[src/core/seq_consts.vh]
`ifndef SEQ_CONSTS_VH
`define SEQ_CONSTS_VH
// state timing: four input-clock periods per internal state
`define LAST_PHASE    2'h3
`define RESET_PC      16'h0000
// micro-op codes, one per internal state
`define U_NO          5'h00
`define U_OC          5'h01
`define U_CT          5'h02
`define U_O1          5'h03
`define U_O2          5'h04
`define U_O3          5'h05
`define U_PO          5'h06
`define U_PF          5'h07
`define U_ARD         5'h08
`define U_AWR         5'h09
`define U_BRD         5'h0a
`define U_BWR         5'h0b
`define U_RRD         5'h0c
`define U_RWR         5'h0d
`define U_PRD         5'h0e
`define U_PWR         5'h0f
`define U_IC          5'h10
`define U_RJ          5'h11
// special opcodes
`define OP_PREFIX     8'hf4
`define OP_IRQ_ENABLE 8'hf0
`define OP_IDLE       8'hf6
`define OP_OFS_BRANCH 8'hec
`define OP_MOV_R_P    8'h71
`define OP_MOV_P_R    8'ha2
// irq enable operand bit positions
`define IRQ_HIGH_BIT  2
`define IRQ_LOW_BIT   3
// instruction type codes
`define T_UNKNOWN     7'h00
`define T_ADC         7'h01
`define T_ADD         7'h02
`define T_AND         7'h03
`define T_BR          7'h04
`define T_BIT_TEST_JUMP_ONE  7'h05
`define T_BIT_TEST_JUMP_ZERO 7'h06
`define T_JMP         7'h07
`define T_JC          7'h08
`define T_JEQ         7'h09
`define T_JG          7'h0a
`define T_JGE         7'h0b
`define T_JHS         7'h0c
`define T_IRQ_EN      7'h0d
`define T_IDLE        7'h0e
`define T_INC         7'h0f
`define T_MOV         7'h10
`endif

[src/core/microcoded_opcode_sequencer.v]
`timescale 1ns/100ps
`include "seq_consts.vh"

// Function
// RULE1 - instructions run as microcode states, one per four clocks
// RULE2 - one state per four input clocks
// RULE3 - state counts are minimum; waits extend
// RULE4 - waits stretch only external access states
// RULE5 - operand bytes fetched in ascending address
// RULE6 - register/peripheral moves map reversed operand order
// RULE7 - accumulator and index consume no bytes
// RULE8 - opcode then up to three ordered operands
// RULE9 - decode instruction types from opcode values
// RULE10 - F4 prefix gives offset plus pair
// RULE11 - add-with-carry opcode group decode
// RULE12 - plain add opcode group decode
// RULE13 - logical and opcodes plus peripheral forms
// RULE14 - branch absolute, indexed, indirect, offset forms
// RULE15 - bit test jump one and zero
// RULE16 - single-bit jumps reuse bit test opcodes
// RULE17 - relative conditional jump opcodes
// RULE18 - F0 operand sets interrupt enables
// RULE19 - idle F6; increment B3 C3 D3
// RULE20 - fixed state list per opcode
// RULE21 - waits in internal states held pending
module microcoded_opcode_sequencer (
	// clock and reset
	input  wire        clk,
	input  wire        sys_rst,
	// program memory and peripheral bus
	input  wire [7:0]  mem_rdata,
	input  wire        wait_pin,
	input  wire        autowait_en,
	input  wire        periph_autowait_en,
	// datapath feedback
	input  wire        take_jump,
	input  wire [15:0] pair_value,
	input  wire [7:0]  index_value,
	input  wire        idle_wake,
	// bus side
	output reg  [15:0] mem_addr_r,
	output reg         fetch_r,
	// datapath control
	output reg  [4:0]  uop_r,
	output reg         state_tick_r,
	output reg         stretch_r,
	output reg         instr_done_r,
	output reg  [7:0]  opcode_r,
	output reg         prefix_r,
	output reg  [6:0]  itype_r,
	output reg  [7:0]  src_byte_r,
	output reg  [7:0]  dst_byte_r,
	output reg  [7:0]  opnd3_r,
	output reg         idle_r,
	output reg         irq_high_en_r,
	output reg         irq_low_en_r
);

	localparam [79:0] SEQ_FETCH = {`U_OC, `U_CT, {14{`U_NO}}};
	localparam [79:0] SEQ_PFX   = {`U_PF, `U_CT, `U_OC, `U_CT, {12{`U_NO}}};

	reg [1:0]  phase_r;
	reg [79:0] seq_r;
	reg [3:0]  idx_r;
	reg [15:0] pc_r;
	reg [7:0]  opnd1_r, opnd2_r, last_r;
	reg        wait_pend_r, auto_done_r;

	reg [79:0] seq_nxt;
	reg [3:0]  idx_nxt;
	reg [15:0] pc_nxt;
	reg [7:0]  opnd1_nxt, opnd2_nxt, opnd3_nxt, last_nxt, opcode_nxt;
	reg [6:0]  itype_nxt;
	reg        pfx_nxt, wait_pend_nxt, auto_done_nxt, idle_nxt, irq_high_nxt, irq_low_nxt;
	reg        done_nxt, tick, stretch, auto_need;
	reg [4:0]  cur, prev, nxt_op, uop_nxt;

	function [4:0] slot;
		input [79:0] s;
		input [3:0]  i;
		begin
			slot = s[(79 - 5 * i) -: 5];
		end
	endfunction

	function is_fetch;
		input [4:0] u;
		begin
			is_fetch = (u == `U_OC) || (u == `U_O1) || (u == `U_O2) || (u == `U_O3)
				|| (u == `U_PF);
		end
	endfunction

	// per-opcode state lists; A and B states access implied registers, no bytes
	function [79:0] useq;
		input       pfx;
		input [7:0] op;
		reg   [3:0] hi;
		reg   [4:0] xr;
		reg   [4:0] xw;
		begin
			hi = op[7:4];
			xr = (hi == 4'h3 || hi == 4'h5 || hi == 4'h9 || hi == 4'hc) ? `U_BRD : `U_ARD; // RULE7
			xw = (hi == 4'h3 || hi == 4'h5 || hi == 4'hc) ? `U_BWR : `U_AWR;
			useq = {`U_OC, `U_CT, `U_IC, {13{`U_NO}}};
			if (pfx) begin
				if (op == `OP_OFS_BRANCH)
					useq = {`U_PF, `U_CT, `U_OC, `U_CT, `U_IC, `U_IC, `U_O1, `U_CT, `U_O2,
						`U_CT, `U_RRD, `U_RRD, `U_IC, `U_IC, `U_IC, `U_IC}; // RULE10
			end else if ((op[3:0] == 4'h9 || op[3:0] == 4'h8 || op[3:0] == 4'h3)
				&& hi >= 4'h1 && hi <= 4'h7) begin // RULE11 RULE12 RULE13
				case (hi)
					4'h6: useq = {`U_OC, `U_CT, `U_PO, `U_CT, `U_BRD, `U_IC, `U_ARD, `U_AWR,
						{8{`U_NO}}};
					4'h1, 4'h3: useq = {`U_OC, `U_CT, `U_O1, `U_CT, `U_RRD, xr, xw, {9{`U_NO}}};
					4'h2, 4'h5: useq = {`U_OC, `U_CT, `U_O1, `U_CT, xr, xw, {10{`U_NO}}};
					4'h4: useq = {`U_OC, `U_CT, `U_O1, `U_CT, `U_RRD, `U_O2, `U_CT, `U_RRD,
						`U_RWR, {7{`U_NO}}};
					default: useq = {`U_OC, `U_CT, `U_O1, `U_CT, `U_O2, `U_CT, `U_RRD, `U_RWR,
						{8{`U_NO}}};
				endcase
			end else if ((op[3:0] == 4'h6 || op[3:0] == 4'h7) && hi >= 4'h1 && hi <= 4'ha) begin
				case (hi) // RULE15 RULE16
					4'h2, 4'h5: useq = {`U_OC, `U_CT, `U_O1, `U_CT, xr, `U_IC, `U_O2, `U_CT,
						`U_RJ, `U_RJ, {6{`U_NO}}};
					4'ha: useq = {`U_OC, `U_CT, `U_O1, `U_CT, `U_O2, `U_CT, `U_PRD, `U_CT,
						`U_IC, `U_O3, `U_CT, `U_RJ, `U_RJ, {3{`U_NO}}};
					4'h7: useq = {`U_OC, `U_CT, `U_O1, `U_CT, `U_O2, `U_CT, `U_RRD, `U_IC,
						`U_O3, `U_CT, `U_RJ, `U_RJ, {4{`U_NO}}};
					4'h8, 4'h9: useq = {`U_OC, `U_CT, `U_O1, `U_CT, xr, `U_PRD, `U_CT, `U_IC,
						`U_O2, `U_CT, `U_RJ, `U_RJ, {4{`U_NO}}};
					4'h6: useq = {`U_OC, `U_CT, `U_PO, `U_CT, `U_BRD, `U_IC, `U_ARD, `U_IC,
						`U_O1, `U_CT, `U_RJ, `U_RJ, {4{`U_NO}}};
					4'h1, 4'h3: useq = {`U_OC, `U_CT, `U_O1, `U_CT, `U_RRD, xr, `U_IC, `U_O2,
						`U_CT, `U_RJ, `U_RJ, {5{`U_NO}}};
					default: useq = {`U_OC, `U_CT, `U_O1, `U_CT, `U_RRD, `U_O2, `U_CT, `U_RRD,
						`U_IC, `U_O3, `U_CT, `U_RJ, `U_RJ, {3{`U_NO}}};
				endcase
			end else begin
				case (op)
					8'h83, 8'h93: useq = {`U_OC, `U_CT, `U_O1, `U_CT, xr, `U_PRD, `U_CT,
						`U_PWR, `U_CT, {7{`U_NO}}};
					8'ha3: useq = {`U_OC, `U_CT, `U_O1, `U_CT, `U_O2, `U_CT, `U_PRD, `U_CT,
						`U_PWR, `U_CT, {6{`U_NO}}};
					8'h8c: useq = {`U_OC, `U_CT, `U_O1, `U_CT, `U_O2, `U_CT, `U_IC, `U_IC,
						`U_IC, {7{`U_NO}}}; // RULE14
					8'hac: useq = {`U_OC, `U_CT, `U_O1, `U_CT, `U_O2, `U_CT, `U_BRD, `U_IC,
						`U_IC, `U_IC, `U_IC, {5{`U_NO}}};
					8'h9c: useq = {`U_OC, `U_CT, `U_O1, `U_CT, `U_RRD, `U_RRD, `U_IC, `U_IC,
						{8{`U_NO}}};
					8'h00: useq = {`U_OC, `U_CT, `U_O1, `U_CT, `U_IC, `U_RJ, `U_RJ,
						{9{`U_NO}}};
					8'h02, 8'h03, 8'h0b, 8'h0d, 8'h0e:
						useq = {`U_OC, `U_CT, `U_O1, `U_CT, `U_RJ, {11{`U_NO}}}; // RULE17
					`OP_IRQ_ENABLE: useq = {`U_OC, `U_CT, `U_O1, `U_CT, `U_IC, `U_IC,
						{10{`U_NO}}};
					`OP_IDLE: useq = {`U_OC, `U_CT, `U_IC, `U_IC, `U_IC, `U_IC, {10{`U_NO}}};
					8'hb3, 8'hc3: useq = {`U_OC, `U_CT, `U_PO, `U_CT, xr, xw, `U_IC, `U_IC,
						{8{`U_NO}}}; // RULE19
					8'hd3: useq = {`U_OC, `U_CT, `U_O1, `U_CT, `U_RRD, `U_RWR, {10{`U_NO}}};
					`OP_MOV_R_P: useq = {`U_OC, `U_CT, `U_O1, `U_CT, `U_O2, `U_CT, `U_RRD,
						`U_CT, `U_PWR, `U_CT, {6{`U_NO}}};
					`OP_MOV_P_R: useq = {`U_OC, `U_CT, `U_O1, `U_CT, `U_O2, `U_CT, `U_PRD,
						`U_CT, `U_IC, `U_RWR, {6{`U_NO}}};
					default: useq = {`U_OC, `U_CT, `U_IC, {13{`U_NO}}};
				endcase
			end
		end
	endfunction

	function [6:0] itype;
		input       pfx;
		input [7:0] op;
		reg   [3:0] hi;
		begin
			hi = op[7:4];
			itype = `T_UNKNOWN;
			if (pfx)
				itype = (op == `OP_OFS_BRANCH) ? `T_BR : `T_UNKNOWN;
			else if (op[3:0] == 4'h9 && hi >= 4'h1 && hi <= 4'h7)
				itype = `T_ADC; // RULE11
			else if (op[3:0] == 4'h8 && hi >= 4'h1 && hi <= 4'h7)
				itype = `T_ADD; // RULE12
			else if (op[3:0] == 4'h3 && hi >= 4'h1 && hi <= 4'ha)
				itype = `T_AND; // RULE13
			else if (op[3:0] == 4'h6 && hi >= 4'h1 && hi <= 4'ha)
				itype = `T_BIT_TEST_JUMP_ONE; // RULE15 RULE16
			else if (op[3:0] == 4'h7 && hi >= 4'h1 && hi <= 4'ha)
				itype = `T_BIT_TEST_JUMP_ZERO;
			else begin
				case (op)
					8'h8c, 8'hac, 8'h9c:     itype = `T_BR; // RULE14
					8'h00:                   itype = `T_JMP;
					8'h03:                   itype = `T_JC; // RULE17
					8'h02:                   itype = `T_JEQ;
					8'h0e:                   itype = `T_JG;
					8'h0d:                   itype = `T_JGE;
					8'h0b:                   itype = `T_JHS;
					`OP_IRQ_ENABLE:          itype = `T_IRQ_EN; // RULE18
					`OP_IDLE:                itype = `T_IDLE; // RULE19
					8'hb3, 8'hc3, 8'hd3:     itype = `T_INC;
					`OP_MOV_R_P, `OP_MOV_P_R: itype = `T_MOV;
					default:                 itype = `T_UNKNOWN;
				endcase
			end
		end
	endfunction

	always @* begin
		seq_nxt       = seq_r;
		idx_nxt       = idx_r;
		pc_nxt        = pc_r;
		opnd1_nxt     = opnd1_r;
		opnd2_nxt     = opnd2_r;
		opnd3_nxt     = opnd3_r;
		last_nxt      = last_r;
		opcode_nxt    = opcode_r;
		itype_nxt     = itype_r;
		pfx_nxt       = prefix_r;
		wait_pend_nxt = wait_pend_r;
		auto_done_nxt = auto_done_r;
		idle_nxt      = idle_r;
		irq_high_nxt  = irq_high_en_r;
		irq_low_nxt   = irq_low_en_r;
		done_nxt      = 1'b0;
		tick          = (phase_r == `LAST_PHASE); // RULE2
		cur           = slot(seq_r, idx_r);
		prev          = (idx_r == 4'h0) ? `U_NO : slot(seq_r, idx_r - 4'h1);
		nxt_op        = (idx_r == 4'hf) ? `U_NO : slot(seq_r, idx_r + 4'h1);
		auto_need     = (is_fetch(prev) && autowait_en)
			|| ((prev == `U_PRD || prev == `U_PWR) && periph_autowait_en);
		// only external continuations may stretch
		stretch       = (cur == `U_CT) && !idle_r
			&& (wait_pin || wait_pend_r || (auto_need && !auto_done_r)); // RULE3 RULE4
		if (idle_r) begin
			if (idle_wake)
				idle_nxt = 1'b0;
		end else if (tick) begin
			if (stretch) begin
				wait_pend_nxt = 1'b0; // RULE21
				if (auto_need)
					auto_done_nxt = 1'b1;
			end else begin
				auto_done_nxt = 1'b0;
				idx_nxt       = idx_r + 4'h1; // RULE1 RULE20
				if (cur == `U_CT && is_fetch(prev))
					pc_nxt = pc_r + 16'h0001; // RULE5
				if (cur == `U_CT && prev == `U_OC) begin
					if (!prefix_r && mem_rdata == `OP_PREFIX) begin
						pfx_nxt = 1'b1;
						seq_nxt = SEQ_PFX; // RULE10
					end else begin
						opcode_nxt = mem_rdata;
						itype_nxt  = itype(prefix_r, mem_rdata); // RULE9
						seq_nxt    = useq(prefix_r, mem_rdata);
						idx_nxt    = prefix_r ? 4'h4 : 4'h2;
					end
				end else begin
					if (cur == `U_CT && prev == `U_O1) begin
						opnd1_nxt = mem_rdata; // RULE8
						last_nxt  = mem_rdata;
					end
					if (cur == `U_CT && prev == `U_O2) begin
						opnd2_nxt = mem_rdata;
						last_nxt  = mem_rdata;
					end
					if (cur == `U_CT && prev == `U_O3) begin
						opnd3_nxt = mem_rdata;
						last_nxt  = mem_rdata;
					end
					if (cur == `U_RJ && prev != `U_RJ && (take_jump || itype_r == `T_JMP))
						pc_nxt = pc_r + {{8{last_r[7]}}, last_r};
					if (nxt_op == `U_NO) begin
						done_nxt = 1'b1;
						seq_nxt  = SEQ_FETCH;
						idx_nxt  = 4'h0;
						pfx_nxt  = 1'b0;
						if (itype_r == `T_BR) begin // RULE14
							if (prefix_r)
								pc_nxt = pair_value + {8'h00, opnd1_r}; // RULE10
							else if (opcode_r == 8'h8c)
								pc_nxt = {opnd1_r, opnd2_r};
							else if (opcode_r == 8'hac)
								pc_nxt = {opnd1_r, opnd2_r} + {8'h00, index_value};
							else
								pc_nxt = pair_value;
						end
						if (itype_r == `T_IRQ_EN) begin
							irq_high_nxt = opnd1_r[`IRQ_HIGH_BIT]; // RULE18
							irq_low_nxt  = opnd1_r[`IRQ_LOW_BIT];
						end
						if (itype_r == `T_IDLE)
							idle_nxt = 1'b1; // RULE19
					end
				end
			end
		end
		// a wait seen in an internal state is kept for the next continuation
		if (wait_pin && cur != `U_CT && !idle_r)
			wait_pend_nxt = 1'b1; // RULE21
		uop_nxt = slot(seq_nxt, idx_nxt);
	end

	always @(posedge clk) begin
		if (sys_rst) begin
			phase_r       <= 2'h0;
			seq_r         <= SEQ_FETCH;
			idx_r         <= 4'h0;
			pc_r          <= `RESET_PC;
			opnd1_r       <= 8'h00;
			opnd2_r       <= 8'h00;
			last_r        <= 8'h00;
			wait_pend_r   <= 1'b0;
			auto_done_r   <= 1'b0;
			mem_addr_r    <= `RESET_PC;
			fetch_r       <= 1'b1;
			uop_r         <= `U_OC;
			state_tick_r  <= 1'b0;
			stretch_r     <= 1'b0;
			instr_done_r  <= 1'b0;
			opcode_r      <= 8'h00;
			prefix_r      <= 1'b0;
			itype_r       <= `T_UNKNOWN;
			src_byte_r    <= 8'h00;
			dst_byte_r    <= 8'h00;
			opnd3_r       <= 8'h00;
			idle_r        <= 1'b0;
			irq_high_en_r <= 1'b0;
			irq_low_en_r  <= 1'b0;
		end else begin
			phase_r       <= phase_r + 2'h1;
			seq_r         <= seq_nxt;
			idx_r         <= idx_nxt;
			pc_r          <= pc_nxt;
			opnd1_r       <= opnd1_nxt;
			opnd2_r       <= opnd2_nxt;
			last_r        <= last_nxt;
			wait_pend_r   <= wait_pend_nxt;
			auto_done_r   <= auto_done_nxt;
			mem_addr_r    <= pc_nxt;
			fetch_r       <= is_fetch(uop_nxt);
			uop_r         <= uop_nxt;
			state_tick_r  <= tick && !idle_r && !stretch;
			stretch_r     <= tick && stretch;
			instr_done_r  <= done_nxt;
			opcode_r      <= opcode_nxt;
			prefix_r      <= pfx_nxt;
			itype_r       <= itype_nxt;
			// reversed byte order for register/peripheral moves
			if (!pfx_nxt && (opcode_nxt == `OP_MOV_R_P || opcode_nxt == `OP_MOV_P_R)) begin
				src_byte_r <= opnd2_nxt; // RULE6
				dst_byte_r <= opnd1_nxt;
			end else begin
				src_byte_r <= opnd1_nxt;
				dst_byte_r <= opnd2_nxt;
			end
			opnd3_r       <= opnd3_nxt;
			idle_r        <= idle_nxt;
			irq_high_en_r <= irq_high_nxt;
			irq_low_en_r  <= irq_low_nxt;
		end
	end

endmodule // microcoded_opcode_sequencer

[config.mk]
export PLATFORM = sky130hd
export DESIGN_NAME = microcoded_opcode_sequencer
export DESIGN_NICKNAME = d
export VERILOG_FILES = /design/src/core/microcoded_opcode_sequencer.v
export VERILOG_INCLUDE_DIRS = /design/src /design/src/core
export SDC_FILE = /design/constraint.sdc
export NUM_CORES = 1
export LEC_CHECK = 0
export ABC_AREA = 1
export BUFFER_PORTS_ARGS = -buffer_cell sky130_fd_sc_hd__buf_2
export CORE_MARGIN = 2
export CORE_UTILIZATION = 36
export DETAILED_ROUTE_END_ITERATION = 12
export GPL_ROUTABILITY_DRIVEN = 0
export SYNTH_ARGS = -nofsm -noshare
export SYNTH_HDL_FRONTEND = slang
export SYNTH_SLANG_ARGS = --single-unit
[constraint.sdc]
create_clock -name clk -period 9.9 [get_ports clk]
set_input_delay 0.495 -clock clk [delete_from_list [all_inputs] [get_ports clk]]
set_output_delay 0.495 -clock clk [all_outputs]
set_load 0.01 [all_outputs]
==> results of run 1 <==
-- final cells by class --
type                            count  area, um^2
Antenna cell                        1        2.50
Clock buffer                       17         425
Clock inverter                     15         206
Fill cell                        6493       35200
Inverter                          297        1110
Multi-Input combinational cell   3139       15200
Sequential cell                   178        3570
Tap cell                          765         957
Timing Repair Buffer              147         846
-- stage by stage --
| stage | area [um^2] | instances | power, uW | utilization [%] | setup WS, ns |
|---|---|---|---|---|---|
| 2_1_floorplan | 20900 | 3840 | 1760 | - | 2.00 |
| 3_3_place_gp | 21600 | 4526 | 2140 | 37.6 | 0.261 |
| 3_5_place_dp | 21600 | 4526 | 2130 | 37.6 | 0.289 |
| 4_1_cts | 22300 | 4558 | 2850 | 38.7 | 0.227 |
| 5_1_grt | 22300 | 4559 | 3060 | 38.8 | 0.0246 |
| 6_report | 22300 | 4559 | 2900 | 38.8 | 0.561 |
-- where the power goes --
group	switching, uW	internal (uW)
sequential	5.13	725
combinational	1030	416
clock	370	350
total	1410	1490
-- synthesized netlist by cell type (all sizes together), types with 2 or more instances --
library cell and number:
a211oi 10, a21oi 212, a221oi 4, a22oi 9, a311oi 2, a31oi 15, a32o 3, and2 12
and3 2, buf 136, clkbuf 90, clkinv 12, dfxtp 178, fa 3, ha 70, inv 285
nand2 1277, nand3 777, nand4 53, nor2 275, nor3 46, nor3b 2, nor4 15, o2111ai 4
o211ai 36, o21a 8, o21ai 196, o21bai 2, o22ai 17, o311ai 8, o31ai 6, o41ai 2
or2 6, xnor2 13, xor2 44
-- cell families after synthesis --
kind of cell / count (synthesis)
simple gates: 2466
flops: 178
compound gates: 541
other cells: 1
fa+ha+maj: 73
buf+inv: 523
xor+xnor: 57
-- worst register-to-register path: cells and delay by family (launching register included) --
kind | cells | cell delay (ns)
adders and majority gates | 6 | 1.87
xor gates and xnor gates | 1 | 0.40
buffers and inverters | 9 | 2.24
AOI/OAI and AO/OA | 6 | 1.08
DFF | 1 | 0.36
and+or+nand+nor | 23 | 3.33
-- what timing repair did --
| action | 4_1_cts | 5_1_grt |
|---|---|---|
| hold buffers | 0 | 0 |
| resized for setup | 0 | 4 |
| setup endpoints to repair | 0 | 6 |
-- placed cells by master, fill, tap and decap left out, types with 4 or more instances in the layout --
| cell type | netlist | layout |
|---|---|---|
| nand3_1 | 774 | 774 |
| nand2_2 | 6 | 7 |
| nor3_1 | 44 | 44 |
| nor2_1 | 270 | 269 |
| xnor2_1 | 13 | 13 |
| inv_1 | 267 | 267 |
| o311ai_0 | 8 | 8 |
| buf_2 | 69 | 103 |
| a211oi_1 | 10 | 10 |
| nor2_2 | 4 | 5 |
| a31oi_1 | 15 | 15 |
| o22ai_1 | 17 | 17 |
| o21ai_0 | 151 | 151 |
| and2_1 | 12 | 12 |
| nor4_1 | 15 | 13 |
| o21ai_1 | 45 | 45 |
| a21oi_1 | 211 | 211 |
| o2111ai_1 | 4 | 4 |
| o21a_1 | 8 | 8 |
| xor2_1 | 42 | 41 |
| ha_1 | 70 | 69 |
| clkinv_1 | 12 | 12 |
| clkinv_8 | 0 | 6 |
| a22oi_1 | 9 | 9 |
| o31ai_1 | 6 | 6 |
| dfxtp_1 | 178 | 176 |
| nand2_1 | 1271 | 1269 |
| o211ai_1 | 36 | 36 |
| a221oi_1 | 4 | 4 |
| nand4_1 | 53 | 53 |
| inv_2 | 18 | 18 |
| buf_4 | 30 | 44 |
| clkbuf_16 | 0 | 17 |
-- worst paths after layout --
path	start	to	slack [ns]	cells past startpoint
min reg2reg	phase_r[0]$_SDFF_PP0_	phase_r[0]$_SDFF_PP0_	0.43	1
max	idx_r[1]$_SDFF_PP0_	fetch_r$_SDFF_PP1_	0.56	45
min	idle_wake	idle_r$_SDFF_PP0_	0.24	2
max reg2reg	idx_r[1]$_SDFF_PP0_	fetch_r$_SDFF_PP1_	0.56	45
-- registers in the layout, indices dropped and copies added, names as in the netlist, 8 cells and up --
name / cells
pc_r: 16
opnd1_r: 8
opnd3_r: 8
last_r: 8
opnd2_r: 8
src_byte_r: 8
opcode_r: 8
seq_r: 80
dst_byte_r: 8
-- routing by layer --
metal / GRT usage, % / share of wire (%) / wire length, um / up-vias
li1: - / - / - / 12702
met1: 39.1 / 43 / 36800 / 11901
met2: 41.4 / 42 / 36200 / 1546
met3: 5.78 / 12 / 10100 / 207
met4: 10.7 / 4.0 / 3450 / 0
met5: 0 / 0 / 0 / -
==> impl_metrics.prom, run 1 <==
# TYPE chip_impl_metric gauge
chip_impl_metric{name="die_area",unit="mm^2"} 0.0599
chip_impl_metric{name="drive_gt1_share",unit="%"} 6.04
chip_impl_metric{name="power_per_cell_area",unit="mW/mm^2"} 130
chip_impl_metric{name="antenna_left",unit=""} 0
chip_impl_info{name="synth_ff_type",value="dfxtp_1"} 1
chip_impl_info{name="clk_root_buffer_cell",value="clkbuf_16"} 1
chip_impl_metric{name="vdd.ir_drop.worst",unit="uV"} 161
chip_impl_metric{name="chip_height",unit="um"} 245
chip_impl_metric{name="synth_edf_count",unit=""} 0
chip_impl_metric{name="timing.critical_path.buf_inv",unit=""} 9
chip_impl_metric{name="antenna_found_initial",unit=""} 1
chip_impl_metric{name="yosys.area_share.xor_xnor",unit="%"} 2.52
chip_impl_metric{name="setup_violations",unit=""} 0
chip_impl_metric{name="synthDistinctLibCells",unit=""} 61
chip_impl_metric{name="postSynth.asyncResetShare",unit="%"} 0
chip_impl_metric{name="area_of_the_mapped_netlist",unit="mm^2"} 0.0209
chip_impl_info{name="startpoint_type",value="flop"} 1
chip_impl_metric{name="final_nets",unit=""} 3892
chip_impl_metric{name="synth-seq-cells",unit=""} 178
chip_impl_metric{name="finalHoldViolCount",unit=""} 0
chip_impl_metric{name="first_iter_violations",unit=""} 3704
chip_impl_info{name="timing.setup.critical_path_class",value="flop to flop"} 1
chip_impl_metric{name="worst_endpoint_data_arrival_time",unit="ns"} 9.74
chip_impl_metric{name="critical_path_peak_fanout",unit=""} 65
chip_impl_metric{name="synthToLayoutAreaGrowth",unit="%"} 6.72
chip_impl_info{name="timing.critical_path.max_delay_family",value="simple AND/OR/NAND/NOR gates"} 1
chip_impl_info{name="synth_top_cell_by_area",value="nand2_1"} 1
chip_impl_metric{name="clk_pin_slew",unit="ns"} 0.09
chip_impl_metric{name="postRouteWirelength",unit="um"} 86500
chip_impl_metric{name="gr-usage-all-layers",unit="%"} 27.8
chip_impl_metric{name="synth_warnings",unit=""} 0
chip_impl_metric{name="clkSinkCount",unit=""} 178
chip_impl_info{name="critical_path.endpoint_type",value="flop"} 1
chip_impl_metric{name="core_region_area",unit="mm^2"} 0.0575
chip_impl_metric{name="starting_density_of_the_core",unit="%"} 36.3
chip_impl_info{name="rsz0062_at_grt",value="no"} 1
chip_impl_metric{name="grt_start_max_net_pins",unit=""} 95
chip_impl_metric{name="cts-htree-levels",unit=""} 4
chip_impl_info{name="outcome",value="complete, no violations"} 1
chip_impl_metric{name="tns",unit="ns"} 0
chip_impl_metric{name="place_hpwl",unit="um"} 65100
chip_impl_metric{name="placement.io_buffers",unit=""} 104
chip_impl_metric{name="postSynthCellCount",unit=""} 3839
chip_impl_metric{name="maxSlewHeadroom",unit="%"} 29.0
chip_impl_info{name="cpMostUsedCell",value="nand2_1"} 1
chip_impl_metric{name="synth_top_area_share",unit="%"} 22.9
chip_impl_metric{name="route.detailed.wl_per_inst",unit="um"} 19.0
chip_impl_metric{name="globalRouteOverflowTotal",unit=""} 0
chip_impl_info{name="min-delay-path-class",value="input pin to flop"} 1
chip_impl_metric{name="clock_insertion_delay_worst_skew",unit="ns"} 0.47
chip_impl_metric{name="clock.fmax",unit="MHz"} 107
chip_impl_metric{name="synthMuxAreaShare",unit="%"} 0
chip_impl_info{name="worst_path_max_delay_cell",value="nand2_2"} 1
chip_impl_metric{name="grt_pass1_wl",unit="um"} 133000
chip_impl_metric{name="firstDrtPassIters",unit=""} 6
chip_impl_metric{name="fin_crit_sh",unit="%"} 94.3
chip_impl_metric{name="fin_worst_skew",unit="ns"} 0.0187
chip_impl_metric{name="post_synthesis_mean_instance_area",unit="um^2"} 5.44
chip_impl_metric{name="max-clock-path-buffers",unit=""} 2
chip_impl_metric{name="worst-slew-pin-transition",unit="ns"} 1.06
chip_impl_metric{name="final-max-slew-violation-count",unit=""} 0
chip_impl_metric{name="yosysSeqAreaShare",unit="%"} 17.1
chip_impl_metric{name="die_w",unit="um"} 245
chip_impl_metric{name="grt_pass1_vias",unit=""} 23032
chip_impl_metric{name="period_minus_slack",unit="ns"} 9.34
chip_impl_metric{name="leakage",unit="uW"} 0.0107
chip_impl_info{name="cts_tree",value="built"} 1
chip_impl_metric{name="drc",unit=""} 0
chip_impl_metric{name="io_pins",unit=""} 107
chip_impl_metric{name="arithmetic_cell_share_of_the_synthesized_area_counting_full_adders_half_adders_and_majority_gates",unit="%"} 4.48
chip_impl_metric{name="simple_gate_share_of_the_synthesized_area",unit="%"} 50.7
chip_impl_metric{name="critPathMaxStageDelay",unit="ns"} 0.49
chip_impl_metric{name="cts_setup_buffers",unit=""} 0
chip_impl_metric{name="dr_total_vias",unit=""} 26356
chip_impl_info{name="dominant_combinational_cell_family_by_area_after_synthesis",value="simple AND/OR/NAND/NOR gates"} 1
chip_impl_metric{name="cap_violations",unit=""} 0
chip_impl_info{name="synth_top_cells_by_area",value="nand2_1 (23%), nand3_1 (19%), dfxtp_1 (17%)"} 1
chip_impl_metric{name="detail_route.vias_per_cell",unit=""} 5.78
chip_impl_metric{name="core.rowCount",unit=""} 88
chip_impl_metric{name="finalHoldWorstSlack",unit="ns"} 0.240
chip_impl_metric{name="compound_gate_portion_of_the_synthesized_area",unit="%"} 14.6
chip_impl_metric{name="crit_path_required_time",unit="ns"} 10.30
chip_impl_metric{name="cts-buffers-inserted",unit=""} 17
No activity file was read; power rests on OpenSTA's default activity.
==> inputs of run 2 (changes only) <==
--- a/config.mk
+++ b/config.mk
@@ -12,6 +12,7 @@
 export CORE_UTILIZATION = 36
 export DETAILED_ROUTE_END_ITERATION = 12
 export GPL_ROUTABILITY_DRIVEN = 0
+export PLACE_DENSITY_LB_ADDON = 0.15
 export SYNTH_ARGS = -nofsm -noshare
 export SYNTH_HDL_FRONTEND = slang
 export SYNTH_SLANG_ARGS = --single-unit
==> run 2 against run 1 <==
  * Largest cell class unchanged
  * Critical path type unchanged
  * Critical path depth grew 3
  * Routed wire length grew 6.7%
  * Hold slack gained 0.012 ns
  * Via count is essentially flat
  * Global-route usage grew 2.0 points
  * Clock skew grew 0.0053 ns
  * Sequential share of layout area shrank 0.063 points
==> impl_metrics.prom, run 2 (synthesis results as in run 1) <==
# TYPE chip_impl_metric gauge
chip_impl_metric{name="worst-r2r-setup-slack",unit="ns"} 0.98
chip_impl_metric{name="fin_crit_sh",unit="%"} 90.1
chip_impl_info{name="cpMostUsedCell",value="nand2_1"} 1
chip_impl_metric{name="clock_insertion_delay_worst_skew",unit="ns"} 0.47
chip_impl_metric{name="cts-htree-levels",unit=""} 4
chip_impl_metric{name="synthToLayoutAreaGrowth",unit="%"} 7.14
chip_impl_metric{name="final_nets",unit=""} 3905
chip_impl_metric{name="clkSinkCount",unit=""} 178
chip_impl_metric{name="cts.repair.resized",unit=""} 0
chip_impl_info{name="layout.cells.most_common_list",value="nand2_1 (1,270), nand3_1 (774), nor2_1 (269)"} 1
chip_impl_metric{name="placement.io_buffers",unit=""} 104
chip_impl_metric{name="firstDrtPassIters",unit=""} 6
chip_impl_metric{name="finalHoldViolCount",unit=""} 0
chip_impl_metric{name="vdd.ir_drop.worst",unit="uV"} 128
chip_impl_metric{name="finalHoldWorstSlack",unit="ns"} 0.252
chip_impl_metric{name="period_minus_slack",unit="ns"} 8.92
chip_impl_metric{name="place_worst_setup_slack",unit="ns"} 1.22
chip_impl_metric{name="critical_path_peak_fanout",unit=""} 89
chip_impl_metric{name="power_per_cell_area",unit="mW/mm^2"} 132
chip_impl_info{name="timing.setup.critical_path_class",value="flop to flop"} 1
chip_impl_metric{name="io_pins",unit=""} 107
chip_impl_metric{name="antenna_left",unit=""} 0
chip_impl_info{name="reg_to_reg_critical_path_endpoint",value="fetch_r$_SDFF_PP1_"} 1
chip_impl_metric{name="detail_route.vias_per_cell",unit=""} 5.76
chip_impl_metric{name="starting_density_of_the_core",unit="%"} 36.3
chip_impl_metric{name="setup_slack",unit="ns"} 0.981
chip_impl_metric{name="chip_height",unit="um"} 245
chip_impl_info{name="min_to",value="idle_r$_SDFF_PP0_"} 1
chip_impl_metric{name="setup_violations",unit=""} 0
chip_impl_metric{name="max-clock-path-buffers",unit=""} 2
chip_impl_metric{name="hold_buffers",unit=""} 0
chip_impl_metric{name="drc",unit=""} 0
chip_impl_info{name="worstReg2RegStart",value="idx_r[1]$_SDFF_PP0_"} 1
chip_impl_metric{name="grt_pass1_wl",unit="um"} 141000
chip_impl_metric{name="worst-slew-pin-transition",unit="ns"} 1.14
chip_impl_info{name="outcome",value="complete, no violations"} 1
chip_impl_info{name="critical_path.endpoint_type",value="flop"} 1
chip_impl_metric{name="drive_gt1_share",unit="%"} 6.31
chip_impl_metric{name="die_area",unit="mm^2"} 0.0599
chip_impl_metric{name="place_hpwl",unit="um"} 70700
chip_impl_metric{name="dr_total_vias",unit=""} 26340
chip_impl_metric{name="critPathMaxStageDelay",unit="ns"} 0.73
chip_impl_metric{name="leakage",unit="uW"} 0.0108
chip_impl_metric{name="grt_pass1_vias",unit=""} 23444
chip_impl_info{name="clk_root_buffer_cell",value="clkbuf_16"} 1
chip_impl_info{name="cts_tree",value="built"} 1
chip_impl_metric{name="min_delay_path_depth",unit=""} 2
chip_impl_metric{name="final-max-slew-violation-count",unit=""} 0
chip_impl_metric{name="cap_violations",unit=""} 0
chip_impl_metric{name="final.fill_count",unit=""} 6680
chip_impl_metric{name="postRouteWirelength",unit="um"} 92300
chip_impl_metric{name="finish.cell_count_without_fillers",unit=""} 4571
chip_impl_metric{name="largest_register_ffs",unit=""} 80
chip_impl_metric{name="worst_endpoint_data_arrival_time",unit="ns"} 9.27
chip_impl_metric{name="antenna_found_initial",unit=""} 1
chip_impl_metric{name="tns",unit="ns"} 0
chip_impl_info{name="startpoint_type",value="flop"} 1
chip_impl_metric{name="cts-buffers-inserted",unit=""} 17
chip_impl_metric{name="first_iter_violations",unit=""} 3757
chip_impl_metric{name="dp_cells",unit=""} 4539
chip_impl_info{name="reg_with_most_ffs",value="seq_r"} 1
chip_impl_metric{name="clock.fmax",unit="MHz"} 112
chip_impl_metric{name="core_region_area",unit="mm^2"} 0.0575
chip_impl_metric{name="grt_start_max_net_pins",unit=""} 90
chip_impl_info{name="rsz0062_at_grt",value="no"} 1
chip_impl_metric{name="core.rowCount",unit=""} 88
chip_impl_info{name="most_common_cell_after_layout_fill_and_taps_aside",value="nand2_1"} 1
chip_impl_metric{name="maxSlewHeadroom",unit="%"} 23.4
chip_impl_metric{name="gr-usage-all-layers",unit="%"} 29.8
chip_impl_metric{name="die_w",unit="um"} 245
chip_impl_metric{name="cts_setup_buffers",unit=""} 0
chip_impl_metric{name="fin_worst_skew",unit="ns"} 0.0241
chip_impl_metric{name="globalRouteOverflowTotal",unit=""} 0
chip_impl_metric{name="insertedDiodeCount",unit=""} 0
chip_impl_metric{name="clk_pin_slew",unit="ns"} 0.08
chip_impl_info{name="min-delay-path-class",value="input pin to flop"} 1
chip_impl_metric{name="final_core_util",unit="%"} 38.9
chip_impl_info{name="setup.worst_path.start",value="idx_r[1]$_SDFF_PP0_"} 1
chip_impl_info{name="min-delay-start",value="idle_wake"} 1
chip_impl_metric{name="crit_path_required_time",unit="ns"} 10.25
chip_impl_metric{name="route.detailed.wl_per_inst",unit="um"} 20.2
chip_impl_info{name="worst_path_max_delay_cell",value="buf_4"} 1
chip_impl_info{name="reg_top3",value="seq_r: 80 flops, pc_r: 16 flops"} 1
chip_impl_metric{name="worst_r2r_path_depth",unit=""} 48
## run 2: cell types whose count changed in the layout (fill, tap and decap cells not counted), sizes merged
cell,delta
buf,+13
inv,+1
clkinvlp,+2
bufinv,+1
diode,-1
clkinv,-4
## run 2: per-stage QoR
step,power [uW],instance area [um^2]
finish,2940,22400
global route,3110,22400
CTS,2910,22400
detailed placement,2170,21700
global placement,2190,21700
floorplan,1760,20900
## run 2: worst max-delay path by stage
stage                               endpoint  slack, ns  cells after the start
after floorplan           fetch_r$_SDFF_PP1_       2.00                     60
after global placement    fetch_r$_SDFF_PP1_       1.26                     51
after detailed placement  fetch_r$_SDFF_PP1_       1.22                     49
after CTS                 fetch_r$_SDFF_PP1_       1.19                     49
after global routing      fetch_r$_SDFF_PP1_       0.15                     49
final                     fetch_r$_SDFF_PP1_       0.98                     48
## run 2: critical path: cells and delay by family (launching register included)
family	cells	cell delay, ns
AND/OR/NAND/NOR	25	3.36
AO/OA/AOI/OAI	6	0.93
flip-flops	1	0.49
adder cells (fa/ha/maj)	7	2.12
buffers and inverters	10	1.83
## run 2: area by class of cell
| type | count | area (um^2) | area share [%] |
|---|---|---|---|
| Inverter | 297 | 1110 | 4.98 |
| Sequential cell | 178 | 3570 | 15.9 |
| Clock inverter | 15 | 200 | 0.895 |
| Tap cell | 765 | 957 | 4.28 |
| Timing Repair Buffer | 160 | 968 | 4.33 |
| Clock buffer | 17 | 425 | 1.90 |
| Multi-Input combinational cell | 3139 | 15100 | 67.7 |
## run 2: power breakdown
part | total [uW] | internal, uW | switching [uW] | leakage, uW
combinational | 1480 | 416 | 1060 | 0.00906
sequential | 730 | 725 | 5.54 | 0.00144
clock | 736 | 369 | 367 | 0.000298
total | 2940 | 1510 | 1430 | 0.0108
## run 2: per-layer routing
metal	vias up	wire length [um]	global-route usage [%]
li1	12739	-	-
met1	12127	41400	43.3
met2	1306	39200	44.8
met3	166	8800	4.54
met4	2	2880	9.40
met5	-	13	0
